===== src/inc/cmos_regs.svh =====
// Register map, field positions and timing counts of the message object scheduler
// Assumes a 32-bit APB slave with word-aligned registers
`ifndef CMOS_REGS_SVH
`define CMOS_REGS_SVH
`define CMOS_CTRL 12'h000
`define CMOS_ID 12'h004
`define CMOS_PERIOD 12'h008
`define CMOS_CFG 12'h00C
`define CMOS_WLO 12'h010
`define CMOS_WHI 12'h014
`define CMOS_RLO 12'h018
`define CMOS_RHI 12'h01C
`define CMOS_STAT 12'h020
`define CMOS_ISTAT 12'h024
`define CMOS_IMASK 12'h028
// Control fields
`define CMOS_F_TYPE 2:0
`define CMOS_F_DUP 3
`define CMOS_F_ANS 4
`define CMOS_F_START 5
`define CMOS_F_EXT 6
// Config fields
`define CMOS_F_DLC 3:0
`define CMOS_F_RQLEN 6:4
`define CMOS_F_WQLEN 10:8
// Event bits
`define CMOS_EV_RXQ 0
`define CMOS_EV_TXD 1
`define CMOS_EV_TMO 2
`define CMOS_EV_RQOVF 3
`define CMOS_EV_WQOVF 4
`define CMOS_EV_BADPER 5
`define CMOS_EVW 6
// Queue storage and reset values
`define CMOS_QMAX 3'd4
`define CMOS_CFG_RST 11'h448
// Period unit and clock period
`define CMOS_MS_NS 1000000
`define CMOS_CLK_NS 20
`endif


===== src/inc/cmos_pkg.sv =====
// Types of the message object scheduler
// Assumes cmos_regs.svh for constants
package cmos_pkg;
  typedef enum logic [2:0] {
    CT_RX_UNSOL = 3'b000,
    CT_RX_PER = 3'b001,
    CT_RX_CALL = 3'b010,
    CT_TX_PER = 3'b011,
    CT_TX_CALL = 3'b100,
    CT_TX_RESP = 3'b101,
    CT_TX_WAVE = 3'b110
  } cmos_ctype_t;

  typedef struct packed {
    logic ext;
    logic [28:0] id;
    logic rtr;
    logic [3:0] dlc;
    logic [63:0] data;
  } cmos_frame_t;

  typedef struct packed {
    cmos_ctype_t ctype;
    logic dup;
    logic ans;
    logic start;
    logic ext;
    logic [28:0] id;
    logic [15:0] period;
    logic [3:0] dlc;
    logic [2:0] rq_len;
    logic [2:0] wq_len;
    logic [31:0] wlo;
    logic [3:0][63:0] rq;
    logic [2:0] rq_cnt;
    logic [3:0][63:0] wq;
    logic [2:0] wq_cnt;
    logic [63:0] last;
    logic last_ok;
    logic [63:0] prev_rx;
    logic prev_ok;
    logic [15:0] div;
    logic [15:0] elapsed;
    logic hold;
    logic await;
    logic poll;
    logic [1:0] wave;
    logic txv;
    cmos_frame_t txf;
    logic [5:0] ist;
    logic [5:0] imask;
    logic [31:0] rdata;
  } cmos_state_t;
endpackage


===== src/core/cmos_core.sv =====
// CAN message object scheduler: one object, APB registers, frame ports
// Assumes a CAN controller on pclk that hands over matched frames and
// takes transmit frames by valid/ready
//
// Behaviour
// RL1 - Periodic types send every period in milliseconds; zero period is invalid
// RL2 - Receive-unsolicited and answer-only types flag timeout when no frame within period
// RL3 - On-request types keep at least one period between transmissions; the on-request transmit type sends remote answers without the gap check
// RL4 - Read queue never holds more than its configured depth
// RL5 - Write queue never holds more than its configured depth
// RL6 - Duplicate suppression queues only data that differs from last queued
// RL7 - Every received data frame restarts the watchdog
// RL8 - Duplicate suppression only matters for receiving types
// RL9 - Receive-unsolicited queues matching data frames, ignores remote answering
// RL10 - Periodic poll sends remote frame each period, queues the answer
// RL11 - Periodic poll holds off when a remote frame got no answer
// RL12 - Poll-on-request sends one remote frame per host write request
// RL13 - Periodic transmit resends last entry each period until new data
// RL14 - Periodic transmit sends nothing until the first frame is written
// RL15 - Periodic transmit answers remote frames with previous period data
// RL16 - Answer-only type sends queued data only after a matching remote
// RL17 - Every transmitted frame carries the configured byte count
// RL18 - Remote answering off ignores all remote frames for the identifier; the answer-only type answers them whatever the answering bit
// RL19 - Communication type is a small enumerated field, one code per behaviour
//
// Added by the designer: register access over APB and the placing of the registers.
`timescale 1ns/1ps
`include "cmos_regs.svh"
module cmos_core #(
  parameter int unsigned MS_CYCLES = `CMOS_MS_NS / `CMOS_CLK_NS
) (
  input wire logic pclk,
  input wire logic presetn,
  input wire logic psel,
  input wire logic penable,
  input wire logic pwrite,
  input wire logic [11:0] paddr,
  input wire logic [31:0] pwdata,
  output logic [31:0] prdata,
  output logic pready,
  output logic pslverr,
  input wire logic rx_valid,
  input cmos_pkg::cmos_frame_t rx_frame,
  output logic tx_valid,
  output cmos_pkg::cmos_frame_t tx_frame,
  input wire logic tx_ready,
  output logic irq
);
  import cmos_pkg::*;

  cmos_state_t s;
  cmos_state_t n;
  cmos_frame_t base;
  logic wr;
  logic rd;
  logic hit;
  logic tick;
  logic expire;
  logic wd_hit;
  logic gap_ok;
  logic can_tx;
  logic rx_data;
  logic rx_rem;
  logic rx_type;
  logic rq_pop;
  logic wq_pop;
  logic [2:0] rc;
  logic [2:0] wc;
  logic [2:0] rcap;
  logic [2:0] wcap;
  logic [5:0] ev;

  always_comb
  begin
    case (paddr)
      `CMOS_CTRL, `CMOS_ID, `CMOS_PERIOD, `CMOS_CFG, `CMOS_WLO, `CMOS_WHI,
      `CMOS_RLO, `CMOS_RHI, `CMOS_STAT, `CMOS_ISTAT, `CMOS_IMASK: hit = 1'b1;
      default: hit = 1'b0;
    endcase
  end

  always_comb
  begin
    n = s;
    ev = 6'h00;
    wq_pop = 1'b0;
    wr = psel && penable && pwrite;
    rd = psel && penable && !pwrite;
    tick = (s.div == 16'(MS_CYCLES - 1));
    n.div = tick ? 16'h0000 : s.div + 16'h0001;
    if (tick && s.elapsed != 16'hFFFF)
      n.elapsed = s.elapsed + 16'h0001;
    expire = tick && s.period != 16'h0000 && ({1'b0, s.elapsed} + 17'h0_0001 >= {1'b0, s.period});
    wd_hit = expire;
    gap_ok = (s.period == 16'h0000) || (s.elapsed >= s.period);
    rx_data = rx_valid && rx_frame.id == s.id && rx_frame.ext == s.ext && !rx_frame.rtr;
    rx_rem = rx_valid && rx_frame.id == s.id && rx_frame.ext == s.ext && rx_frame.rtr;
    rx_type = s.ctype == CT_RX_UNSOL || s.ctype == CT_RX_PER || s.ctype == CT_RX_CALL;
    rcap = (s.rq_len > `CMOS_QMAX) ? `CMOS_QMAX : s.rq_len;
    wcap = (s.wq_len > `CMOS_QMAX) ? `CMOS_QMAX : s.wq_len;
    base.ext = s.ext;
    base.id = s.id;
    base.rtr = 1'b0;
    base.dlc = s.dlc; // see RL17
    base.data = 64'h0000_0000_0000_0000;
    // Transmit handshake
    if (s.txv && tx_ready)
    begin
      n.txv = 1'b0;
      ev[`CMOS_EV_TXD] = 1'b1;
    end
    can_tx = s.start && !s.txv;
    // Host pop of the read queue
    rq_pop = rd && paddr == `CMOS_RHI && s.rq_cnt != 3'd0;
    if (rq_pop)
    begin
      for (int i = 0; i < 3; i++)
        n.rq[i] = s.rq[i + 1];
    end
    rc = s.rq_cnt - {2'b00, rq_pop};
    n.rq_cnt = rc;
    // Received data into the read queue
    if (s.start && rx_type && rx_data) // see RL9
    begin
      if (s.ctype == CT_RX_UNSOL)
        {n.elapsed, n.div} = 32'h0000_0000; // see RL7
      if (s.dup && s.prev_ok && rx_frame.data == s.prev_rx) // see RL6, RL8
        n.rq_cnt = rc;
      else if (rc < rcap) // see RL4
      begin
        n.rq[rc[1:0]] = rx_frame.data;
        n.rq_cnt = rc + 3'd1;
        n.prev_rx = rx_frame.data;
        n.prev_ok = 1'b1;
        ev[`CMOS_EV_RXQ] = 1'b1;
      end
      else
        ev[`CMOS_EV_RQOVF] = 1'b1;
    end
    if (s.start)
    begin
      case (s.ctype) // see RL19
        CT_RX_UNSOL:
        begin
          if (wd_hit && !rx_data)
          begin
            ev[`CMOS_EV_TMO] = 1'b1; // see RL2
            n.elapsed = 16'h0000;
          end
        end
        CT_RX_PER:
        begin
          if (rx_data)
          begin
            n.await = 1'b0;
            n.hold = 1'b0;
          end
          else if (expire)
          begin
            n.elapsed = 16'h0000;
            if (s.await)
              n.hold = 1'b1; // see RL11
            else if (!s.hold && can_tx)
            begin
              n.txv = 1'b1; // see RL10
              n.txf = base;
              n.txf.rtr = 1'b1;
              n.await = 1'b1;
            end
          end
        end
        CT_RX_CALL:
        begin
          if (s.poll && gap_ok && can_tx) // see RL3, RL12
          begin
            n.txv = 1'b1;
            n.txf = base;
            n.txf.rtr = 1'b1;
            n.poll = 1'b0;
            {n.elapsed, n.div} = 32'h0000_0000;
          end
        end
        CT_TX_PER:
        begin
          if (expire && can_tx)
          begin
            n.elapsed = 16'h0000;
            if (s.wq_cnt != 3'd0)
            begin
              wq_pop = 1'b1;
              n.last = s.wq[0];
              n.last_ok = 1'b1;
              n.txv = 1'b1;
              n.txf = base;
              n.txf.data = s.wq[0];
            end
            else if (s.last_ok) // see RL13, RL14
            begin
              n.txv = 1'b1;
              n.txf = base;
              n.txf.data = s.last;
            end
          end
          else if (expire)
            n.elapsed = 16'h0000;
          else if (rx_rem && s.ans && s.last_ok && can_tx) // see RL15, RL18
          begin
            n.txv = 1'b1;
            n.txf = base;
            n.txf.data = s.last;
          end
        end
        CT_TX_CALL:
        begin
          if (s.wq_cnt != 3'd0 && gap_ok && can_tx) // see RL3
          begin
            wq_pop = 1'b1;
            n.last = s.wq[0];
            n.last_ok = 1'b1;
            n.txv = 1'b1;
            n.txf = base;
            n.txf.data = s.wq[0];
            {n.elapsed, n.div} = 32'h0000_0000;
          end
          else if (rx_rem && s.ans && s.last_ok && can_tx) // see RL18
          begin
            n.txv = 1'b1;
            n.txf = base;
            n.txf.data = s.last;
          end
        end
        CT_TX_RESP:
        begin
          if (rx_rem)
          begin
            {n.elapsed, n.div} = 32'h0000_0000;
            if (s.wq_cnt != 3'd0 && can_tx) // see RL16
            begin
              wq_pop = 1'b1;
              n.txv = 1'b1;
              n.txf = base;
              n.txf.data = s.wq[0];
            end
          end
          else if (wd_hit)
          begin
            ev[`CMOS_EV_TMO] = 1'b1; // see RL2
            n.elapsed = 16'h0000;
          end
        end
        CT_TX_WAVE:
        begin
          if (expire)
            n.elapsed = 16'h0000;
          if (expire && can_tx && s.wq_cnt != 3'd0)
          begin
            n.txv = 1'b1;
            n.txf = base;
            n.txf.data = s.wq[s.wave];
            n.wave = ({1'b0, s.wave} + 3'd1 >= s.wq_cnt) ? 2'd0 : s.wave + 2'd1;
          end
        end
        default:
          n.txv = n.txv;
      endcase
      if (tick && s.period == 16'h0000 &&
          (s.ctype == CT_RX_PER || s.ctype == CT_TX_PER || s.ctype == CT_TX_WAVE))
        ev[`CMOS_EV_BADPER] = 1'b1; // see RL1
    end
    if (wq_pop)
    begin
      for (int i = 0; i < 3; i++)
        n.wq[i] = s.wq[i + 1];
    end
    wc = s.wq_cnt - {2'b00, wq_pop};
    n.wq_cnt = wc;
    // Register writes
    if (wr)
    begin
      case (paddr)
        `CMOS_CTRL:
        begin
          n.ctype = cmos_ctype_t'(pwdata[`CMOS_F_TYPE]);
          n.dup = pwdata[`CMOS_F_DUP];
          n.ans = pwdata[`CMOS_F_ANS];
          n.start = pwdata[`CMOS_F_START];
          n.ext = pwdata[`CMOS_F_EXT];
          n.hold = 1'b0;
          n.await = 1'b0;
          n.poll = 1'b0;
          n.wave = 2'd0;
          {n.elapsed, n.div} = 32'h0000_0000; // Restart realigns the ms divider too
        end
        `CMOS_ID: n.id = pwdata[28:0];
        `CMOS_PERIOD: n.period = pwdata[15:0];
        `CMOS_CFG:
        begin
          n.dlc = pwdata[`CMOS_F_DLC];
          n.rq_len = pwdata[`CMOS_F_RQLEN];
          n.wq_len = pwdata[`CMOS_F_WQLEN];
        end
        `CMOS_WLO: n.wlo = pwdata;
        `CMOS_WHI:
        begin
          if (s.ctype == CT_RX_CALL)
            n.poll = 1'b1; // see RL12
          else if (rx_type || (s.ctype == CT_TX_WAVE && s.start) || wc >= wcap)
            ev[`CMOS_EV_WQOVF] = 1'b1; // see RL5
          else
          begin
            n.wq[wc[1:0]] = {pwdata, s.wlo};
            n.wq_cnt = wc + 3'd1;
          end
        end
        `CMOS_IMASK: n.imask = pwdata[5:0];
        default: n.wlo = n.wlo;
      endcase
    end
    // Sticky events, set wins over write-one-clear
    n.ist = (s.ist & ~((wr && paddr == `CMOS_ISTAT) ? pwdata[5:0] : 6'h00)) | ev;
    // Read data captured in the setup cycle
    if (psel && !penable && !pwrite)
    begin
      case (paddr)
        `CMOS_CTRL: n.rdata = {25'h000_0000, s.ext, s.start, s.ans, s.dup, s.ctype};
        `CMOS_ID: n.rdata = {3'h0, s.id};
        `CMOS_PERIOD: n.rdata = {16'h0000, s.period};
        `CMOS_CFG: n.rdata = {21'h00_0000, s.wq_len, 1'b0, s.rq_len, s.dlc};
        `CMOS_WLO: n.rdata = s.wlo;
        `CMOS_RLO: n.rdata = s.rq[0][31:0];
        `CMOS_RHI: n.rdata = s.rq[0][63:32];
        `CMOS_STAT: n.rdata = {22'h00_0000, s.await, s.hold, 1'b0, s.wq_cnt, 1'b0, s.rq_cnt};
        `CMOS_ISTAT: n.rdata = {26'h000_0000, s.ist};
        `CMOS_IMASK: n.rdata = {26'h000_0000, s.imask};
        default: n.rdata = 32'h0000_0000;
      endcase
    end
  end

  always_ff @(posedge pclk or negedge presetn)
  begin
    if (!presetn)
    begin
      s <= '0;
      s.rq_len <= 3'd4;
      s.wq_len <= 3'd4;
      s.dlc <= 4'h8;
    end
    else
      s <= n;
  end

  assign prdata = s.rdata;
  assign pready = 1'b1;
  assign pslverr = psel && penable && !hit;
  assign tx_valid = s.txv;
  assign tx_frame = s.txf;
  assign irq = |(s.ist & s.imask);
endmodule // cmos_core


===== config.mk =====
export PLATFORM = sky130hd
export DESIGN_NAME = cmos_core
export DESIGN_NICKNAME = d
export VERILOG_FILES = /design/src/inc/cmos_pkg.sv /design/src/core/cmos_core.sv
export VERILOG_INCLUDE_DIRS = /design/src /design/src/inc
export SDC_FILE = /design/constraint.sdc
export NUM_CORES = 2
export LEC_CHECK = 0
export ABC_AREA = 1
export BUFFER_PORTS_ARGS = -buffer_cell sky130_fd_sc_hd__buf_2
export CAP_MARGIN = 5
export CORE_UTILIZATION = 60
export CTS_BUF_LIST = sky130_fd_sc_hd__clkbuf_16
export DETAILED_ROUTE_END_ITERATION = 10
export PLACE_DENSITY = 0.81
export SYNTH_ARGS = -nofsm -noshare
export SYNTH_HDL_FRONTEND = slang
export SYNTH_SLANG_ARGS = --single-unit

===== constraint.sdc =====
create_clock -name pclk -period 6.6 [get_ports pclk]
set_clock_uncertainty 0.05 [all_clocks]
set_input_delay 0.66 -clock pclk [delete_from_list [all_inputs] [get_ports pclk]]
set_output_delay 0.66 -clock pclk [all_outputs]
set_load 0.01 [all_outputs]

Word level (Yosys, flattened, before mapping). Cells that the tools add are included.

Input port bits: 150. Word-level logic and storage cells: 274. Bits in registers: 923. Output and inout bits: 135.

Bitwise operators: 7. Add/sub/neg operators: 9. $lt $le $gt $ge: 12. Equality and inequality tests: 34. Reduce and logical (&&, ||, !) cells: 73. Muxes and demuxes: 99.

Operators by type and width (number): $mux 100 (13); $mux 195 (6); $pmux 99 s6 (1); $mux 192 (3); $bwmux 256 (2); $pmux 32 s10 (1); $demux 64 s2 (2); $mux 65 (3); $mux 64 (3); $mux 137 (1); $pmux 65 s2 (1); $bmux 64 s2 (1); $mux 16 (8); $mux 32 (4); $pmux 16 s7 (1); $mux 102 (1); $eq 64x64->1 (1); $eq 12x5->1 const B (4); $pmux 16 s3 (1); $logic_and 1x1->1 (39); $mux 37 (1); $eq 12x6->1 const B (3); $mux 34 (1); $add 16x1->16 const B (2); other kinds (52) (131).

Longest topological paths before layout.
Word-level depth: 17. Depth in mapped cells: 36. Mapped depth without buffers: 33.

Worst setup path before layout. Ideal clock, no wire load.

Kind: reg2reg. From: reg s[149] (netlist name). To: reg s[560] (netlist name). Period minus slack after synthesis: 5018 ps. Data required time: 6420 ps. Library setup time: 130 ps. Cell stages (with the launch flop): 28. Path buffers: 3. Path slack: 1582 ps. Arrival time: 4837 ps. Path through: dfrtp_1 -> inv_1 -> nor3_1 -> nand2_1 -> nor2_1 -> nand3_1 -> nor4_1 -> xor2_1 -> ha_1 -> nand4_1 -> nor4_1 -> nand2_1 -> nand3_4 -> nand2_4 -> nor2_1 -> nand2_2 -> nand2_1 -> buf_2 -> ha_1 -> ha_1 -> o311ai_0 -> nand2_1 -> nor3_1 -> nand3_1 -> clkbuf_1 -> clkbuf_1 -> nand2_1 -> o21ai_0.

Longest elaborated chain between the ends: 13. Elaborated cells on any way between the ends: 23. Those cells by class: add/sub (2); order compare (5); mux (7); bitwise (1); reduce/logical (8).

RTL lines: start, declared (RTL line cmos_core.sv:51) `cmos_state_t s;`; start signal, assigned (RTL line cmos_core.sv:350) `s <= n;`; $add 16x1->17 / $ge 16x16->1 (equally long branches) (RTL line cmos_core.sv:93, cmos_core.sv:95); $ge 17x16->1 / $logic_or 1x1->1 (equally long branches) (RTL line cmos_core.sv:93, cmos_core.sv:95); $logic_and 1x1->1, on equally long branches (RTL line cmos_core.sv:93, cmos_core.sv:215); $logic_and 1x1->1, on equally long branches (RTL line cmos_core.sv:185, cmos_core.sv:215); $mux 1, on equally long branches (RTL line cmos_core.sv:185, cmos_core.sv:215); $pmux 1 s3 * (RTL line cmos_core.sv:142) `case (s.ctype)`; $mux 1 * (RTL line cmos_core.sv:140) `if (s.start)`; $sub 3x1->3 * (RTL line cmos_core.sv:275) `wc = s.wq_cnt - {2'b00, wq_pop};`; $lt 2x3->1 (implied by the code) / $ge 2x1->1 (equally long branches) (RTL line cmos_core.sv:311) `n.wq[wc[1:0]] = {pwdata, s.wlo};`; $logic_and 1x1->1 (implied by the code) (RTL line cmos_core.sv:311); $mux 64 (implied by the code) (RTL line cmos_core.sv:311); $demux 64 s2 (RTL line cmos_core.sv:311); $bwmux 256 (RTL line cmos_core.sv:311).

Every way passes the cells marked *; elsewhere a longest branch is shown, timed or not. A chain may end at the register's enable or synchronous reset.

==> metrics.md <==
| Metric | Value |
|---|---|
| Layout overhead on the synthesized area | 7.712% |
| CP top delay family | simple AND/OR/NAND/NOR gates |
| Mean Syn Cell Area | 7.095 um^2 |
| CP max stage cell | dfrtp_1 |
| Vias/cell | 6.020 |
| Max cap viols | 0 |
| Post-Synth XOR/XNOR Area | 0.8079% |
| Syn. warnings | 0 |
| Fin crit share | 90.86% |
| DRT Wirelength | 177100 um |
| Final min period | 5997 ps |
| Num rows | 108 |
| Fmax | 166.8 MHz |
| Clock latency on the worst-skew pair | 700 ps |
| Setup crit start kind | register |
| DR iter-0 viols | 6854 |
| Total core area | 0.08729 mm^2 |
| Via count | 51660 |
| CTS tree | built |
| Worst-margin pin slew | 1307 ps |
| Die Y | 299.5 um |
| Design Area, Final | 0.05722 mm^2 |
| Synth Area in Simple Gates | 28.55% |
| Design Power | 12.48 mW |
| H-tree Lvls | 3 |
| Crit path DAT | 6510 ps |
| Critical path class | reg2reg |
| First-pass GRT wire length | 272800 um |
| Ys flop type | dfrtp_1 |
| Peak VDD IR | 0.0002304 V |
| Largest net degree at the start of global routing | 195 |
| Die ar. | 0.08973 mm^2 |
| Post-synth EDFFs | 0 |
| Register area share after synthesis | 43.49% |
| CTS buffer count | 100 |
| Max-slew headroom | 12.88% |
| PortBufs | 279 |
| CTS Sinks | 923 |
| Setup TNS | 0 ps |
| Placed inst area | 0.05384 mm^2 |
| GRT overflow | 0 |
| Number of global-route vias before repair | 47040 |
| FFs w/ async S/R, synth | 100.0% |
| Final nets | 7533 |
| Crit end category | register |
| Post-CTS Repair Setup Buffers | 0 |
| Finish-stage setup viols | 0 |
| Post-synthesis mux area share | 0.03769% |
| Initial antenna violation count | 10 |
| Post-DP HPWL | 112900 um |
| Syn nets | 7687 |
| Synth unique cells | 54 |
| Adder-cell share of the synthesized area | 1.178% |
| Clock transition at path regs | 60 ps |
| Compound-gate portion of the synthesized area | 14.80% |
| Root buffer cell | clkbuf_16 |
| GRT Total Usage | 38.91% |
| Drt wl/cell | 20.64 um |
| Lkg Pwr | 29.63 nW |
| Largest family of logic cells by synthesized area | simple AND/OR/NAND/NOR gates |
| Crit Path Max Fanout | 42 |
| Post-route ant nets | 0 |
| Hold Path Class | in2reg |
| Max Root-Sink Buffers | 3 |
| Outcome | complete, no violations |
| DRC violations left | 0 |
| Global placement routability congestion | 1.003 |
| Die Wd | 299.5 um |
| Mapped Cells | 7487 |
| Share of cells above drive strength 1 | 7.756% |
| Power density over the cells | 218.2 mW/mm^2 |
| CP Data Required Time | 7110 ps |
| Unrepaired setup endpoints after global routing | false |
| CP max stage delay | 410 ps |
| Worst path bufs/invs | 4 |
| DRT Pass-1 Iters | 6 |
| Slew Limit Fails | 0 |
| Final hold vios | 0 |
| End-of-flow core utilization | 65.54% |
| Post-synthesis cell area | 0.05312 mm^2 |
| Seq cells post-synth | 923 |
| Initial Util | 60.85% |
| # IOs | 285 |
[flip-flops by register name, indices dropped and copies added, names as in the netlist]
| register | count |
|---|---|
| base | 34 |
| prdata | 32 |
| s | 757 |
| tx_frame | 99 |
| tx_valid | 1 |
[per-stage QoR]
stage          hold slack, ps  cells  worst slack [ps]
2_1_floorplan           314.4   7487              1582
3_3_place_gp            400.1   8385             652.8
3_5_place_dp            406.5   8385             623.2
4_1_cts                 149.9   8569             592.4
5_1_grt                 183.3   8577             38.07
6_report                175.7   8581             603.1
[worst paths after layout]
path | cells after the start | start | slack, ps | end
min in group asynchronous | 2 | presetn | 580 | s[400]$_DFF_PN0_
worst min register to register | 1 | s[165]$_DFF_PN0_ | 410 | s[165]$_DFF_PN0_
worst min-delay path | 3 | pwdata[25] | 180 | s[371]$_DFF_PN0_
worst max register to register | 26 | s[149]$_DFF_PN0_ | 600 | s[358]$_DFF_PN0_
max in group asynchronous | 3 | presetn | 4360 | tx_frame[75]$_DFFE_PN0P_
worst max-delay path | 26 | s[149]$_DFF_PN0_ | 600 | s[358]$_DFF_PN0_
[power by group]
part           switching [mW]  total (mW)  internal, mW
logic                   0.624       0.900         0.277
clock network            2.45        5.81          3.36
registers              0.0589        5.77          5.71
total                    3.13        12.5          9.35
[cell usage after synthesis (3+ instances only)]
cell / instances / area, um^2
a211oi_1: 5 / 37.54
a21boi_0: 22 / 165.2
a21oi_1: 91 / 455.4
a221oi_1: 31 / 271.5
a22oi_1: 38 / 285.3
a32o_1: 60 / 600.6
buf_1: 13 / 48.80
buf_2: 120 / 600.6
buf_4: 165 / 1239
clkbuf_1: 316 / 1186
clkinv_1: 6 / 22.52
dfrtp_1: 920 / 23020
dfstp_2: 3 / 78.83
ha_1: 50 / 625.6
inv_1: 737 / 2766
inv_2: 11 / 41.29
nand2_1: 2351 / 8825
nand3_1: 758 / 3794
nand3b_1: 4 / 30.03
nand4_1: 74 / 462.9
nor2_1: 370 / 1389
nor2_2: 6 / 37.54
nor2_4: 4 / 45.04
nor3_1: 42 / 210.2
nor3b_1: 5 / 37.54
nor4_1: 22 / 137.6
o211ai_1: 3 / 22.52
o21a_1: 4 / 30.03
o21ai_0: 1057 / 5290
o21ai_1: 59 / 295.3
o22ai_1: 44 / 275.3
or2_2: 18 / 112.6
xnor2_1: 15 / 131.4
xor2_1: 34 / 297.8
[tightest hold or removal path, stage by stage]
cell     delay, ps
buf_2          110
o21ai_1         70
inv_1           40
[placed cells by master (no fill, tap or decap), drive strengths merged, types with 3 or more instances in the layout]
master	instances
nand3b	4
a21boi	22
nand2	2355
a221oi	31
a211oi	5
a32o	60
dfrtp	920
diode	12
nand4	74
a22oi	38
clkinv	53
ha	50
xor2	34
buf	358
a21oi	91
dfstp	3
inv	766
nor3b	5
clkbuf	101
o21a	4
nor3	42
nor4	23
bufinv	15
nor2	380
xnor2	15
nand3	759
o211ai	3
or2	18
o21ai	1117
o22ai	44
[cell type report]
type	count	area, um^2
fillers	7547	30080
multi-input cells	5195	24250
flip-flops and latches	923	23100
inverters	754	2843
clock buffers	101	2527
repair buffers	359	2210
well taps	1155	1445
clock inverters	82	809.5
diodes	12	30.03
[cells by family after synthesis]
kind of cell,Yosys count
xor+xnor,49
other cells,1
mux,2
fa+ha+maj,50
flops,923
buf+inv,1369
compound gates,1430
simple gates,3663
[what timing repair did]
| item | 4_1_cts | 5_1_grt |
|---|---|---|
| hold buffers | 1 | 0 |
| hold endpoints to repair | 18 | 0 |
| gates resized for setup | 0 | 1 |
| endpoints found under the setup margin | 0 | 18 |
[routing by layer]
layer	vias to the layer above	GRT usage (%)	wire length, um	part of all wire (%)
li1	23830	-	-	-
met1	24310	52.62	68620	39
met2	2985	58.50	77770	44
met3	536	6.356	18470	10
met4	0	24.62	12280	6.9
met5	-	0	0	0
(Power assumes the default switching activity.)
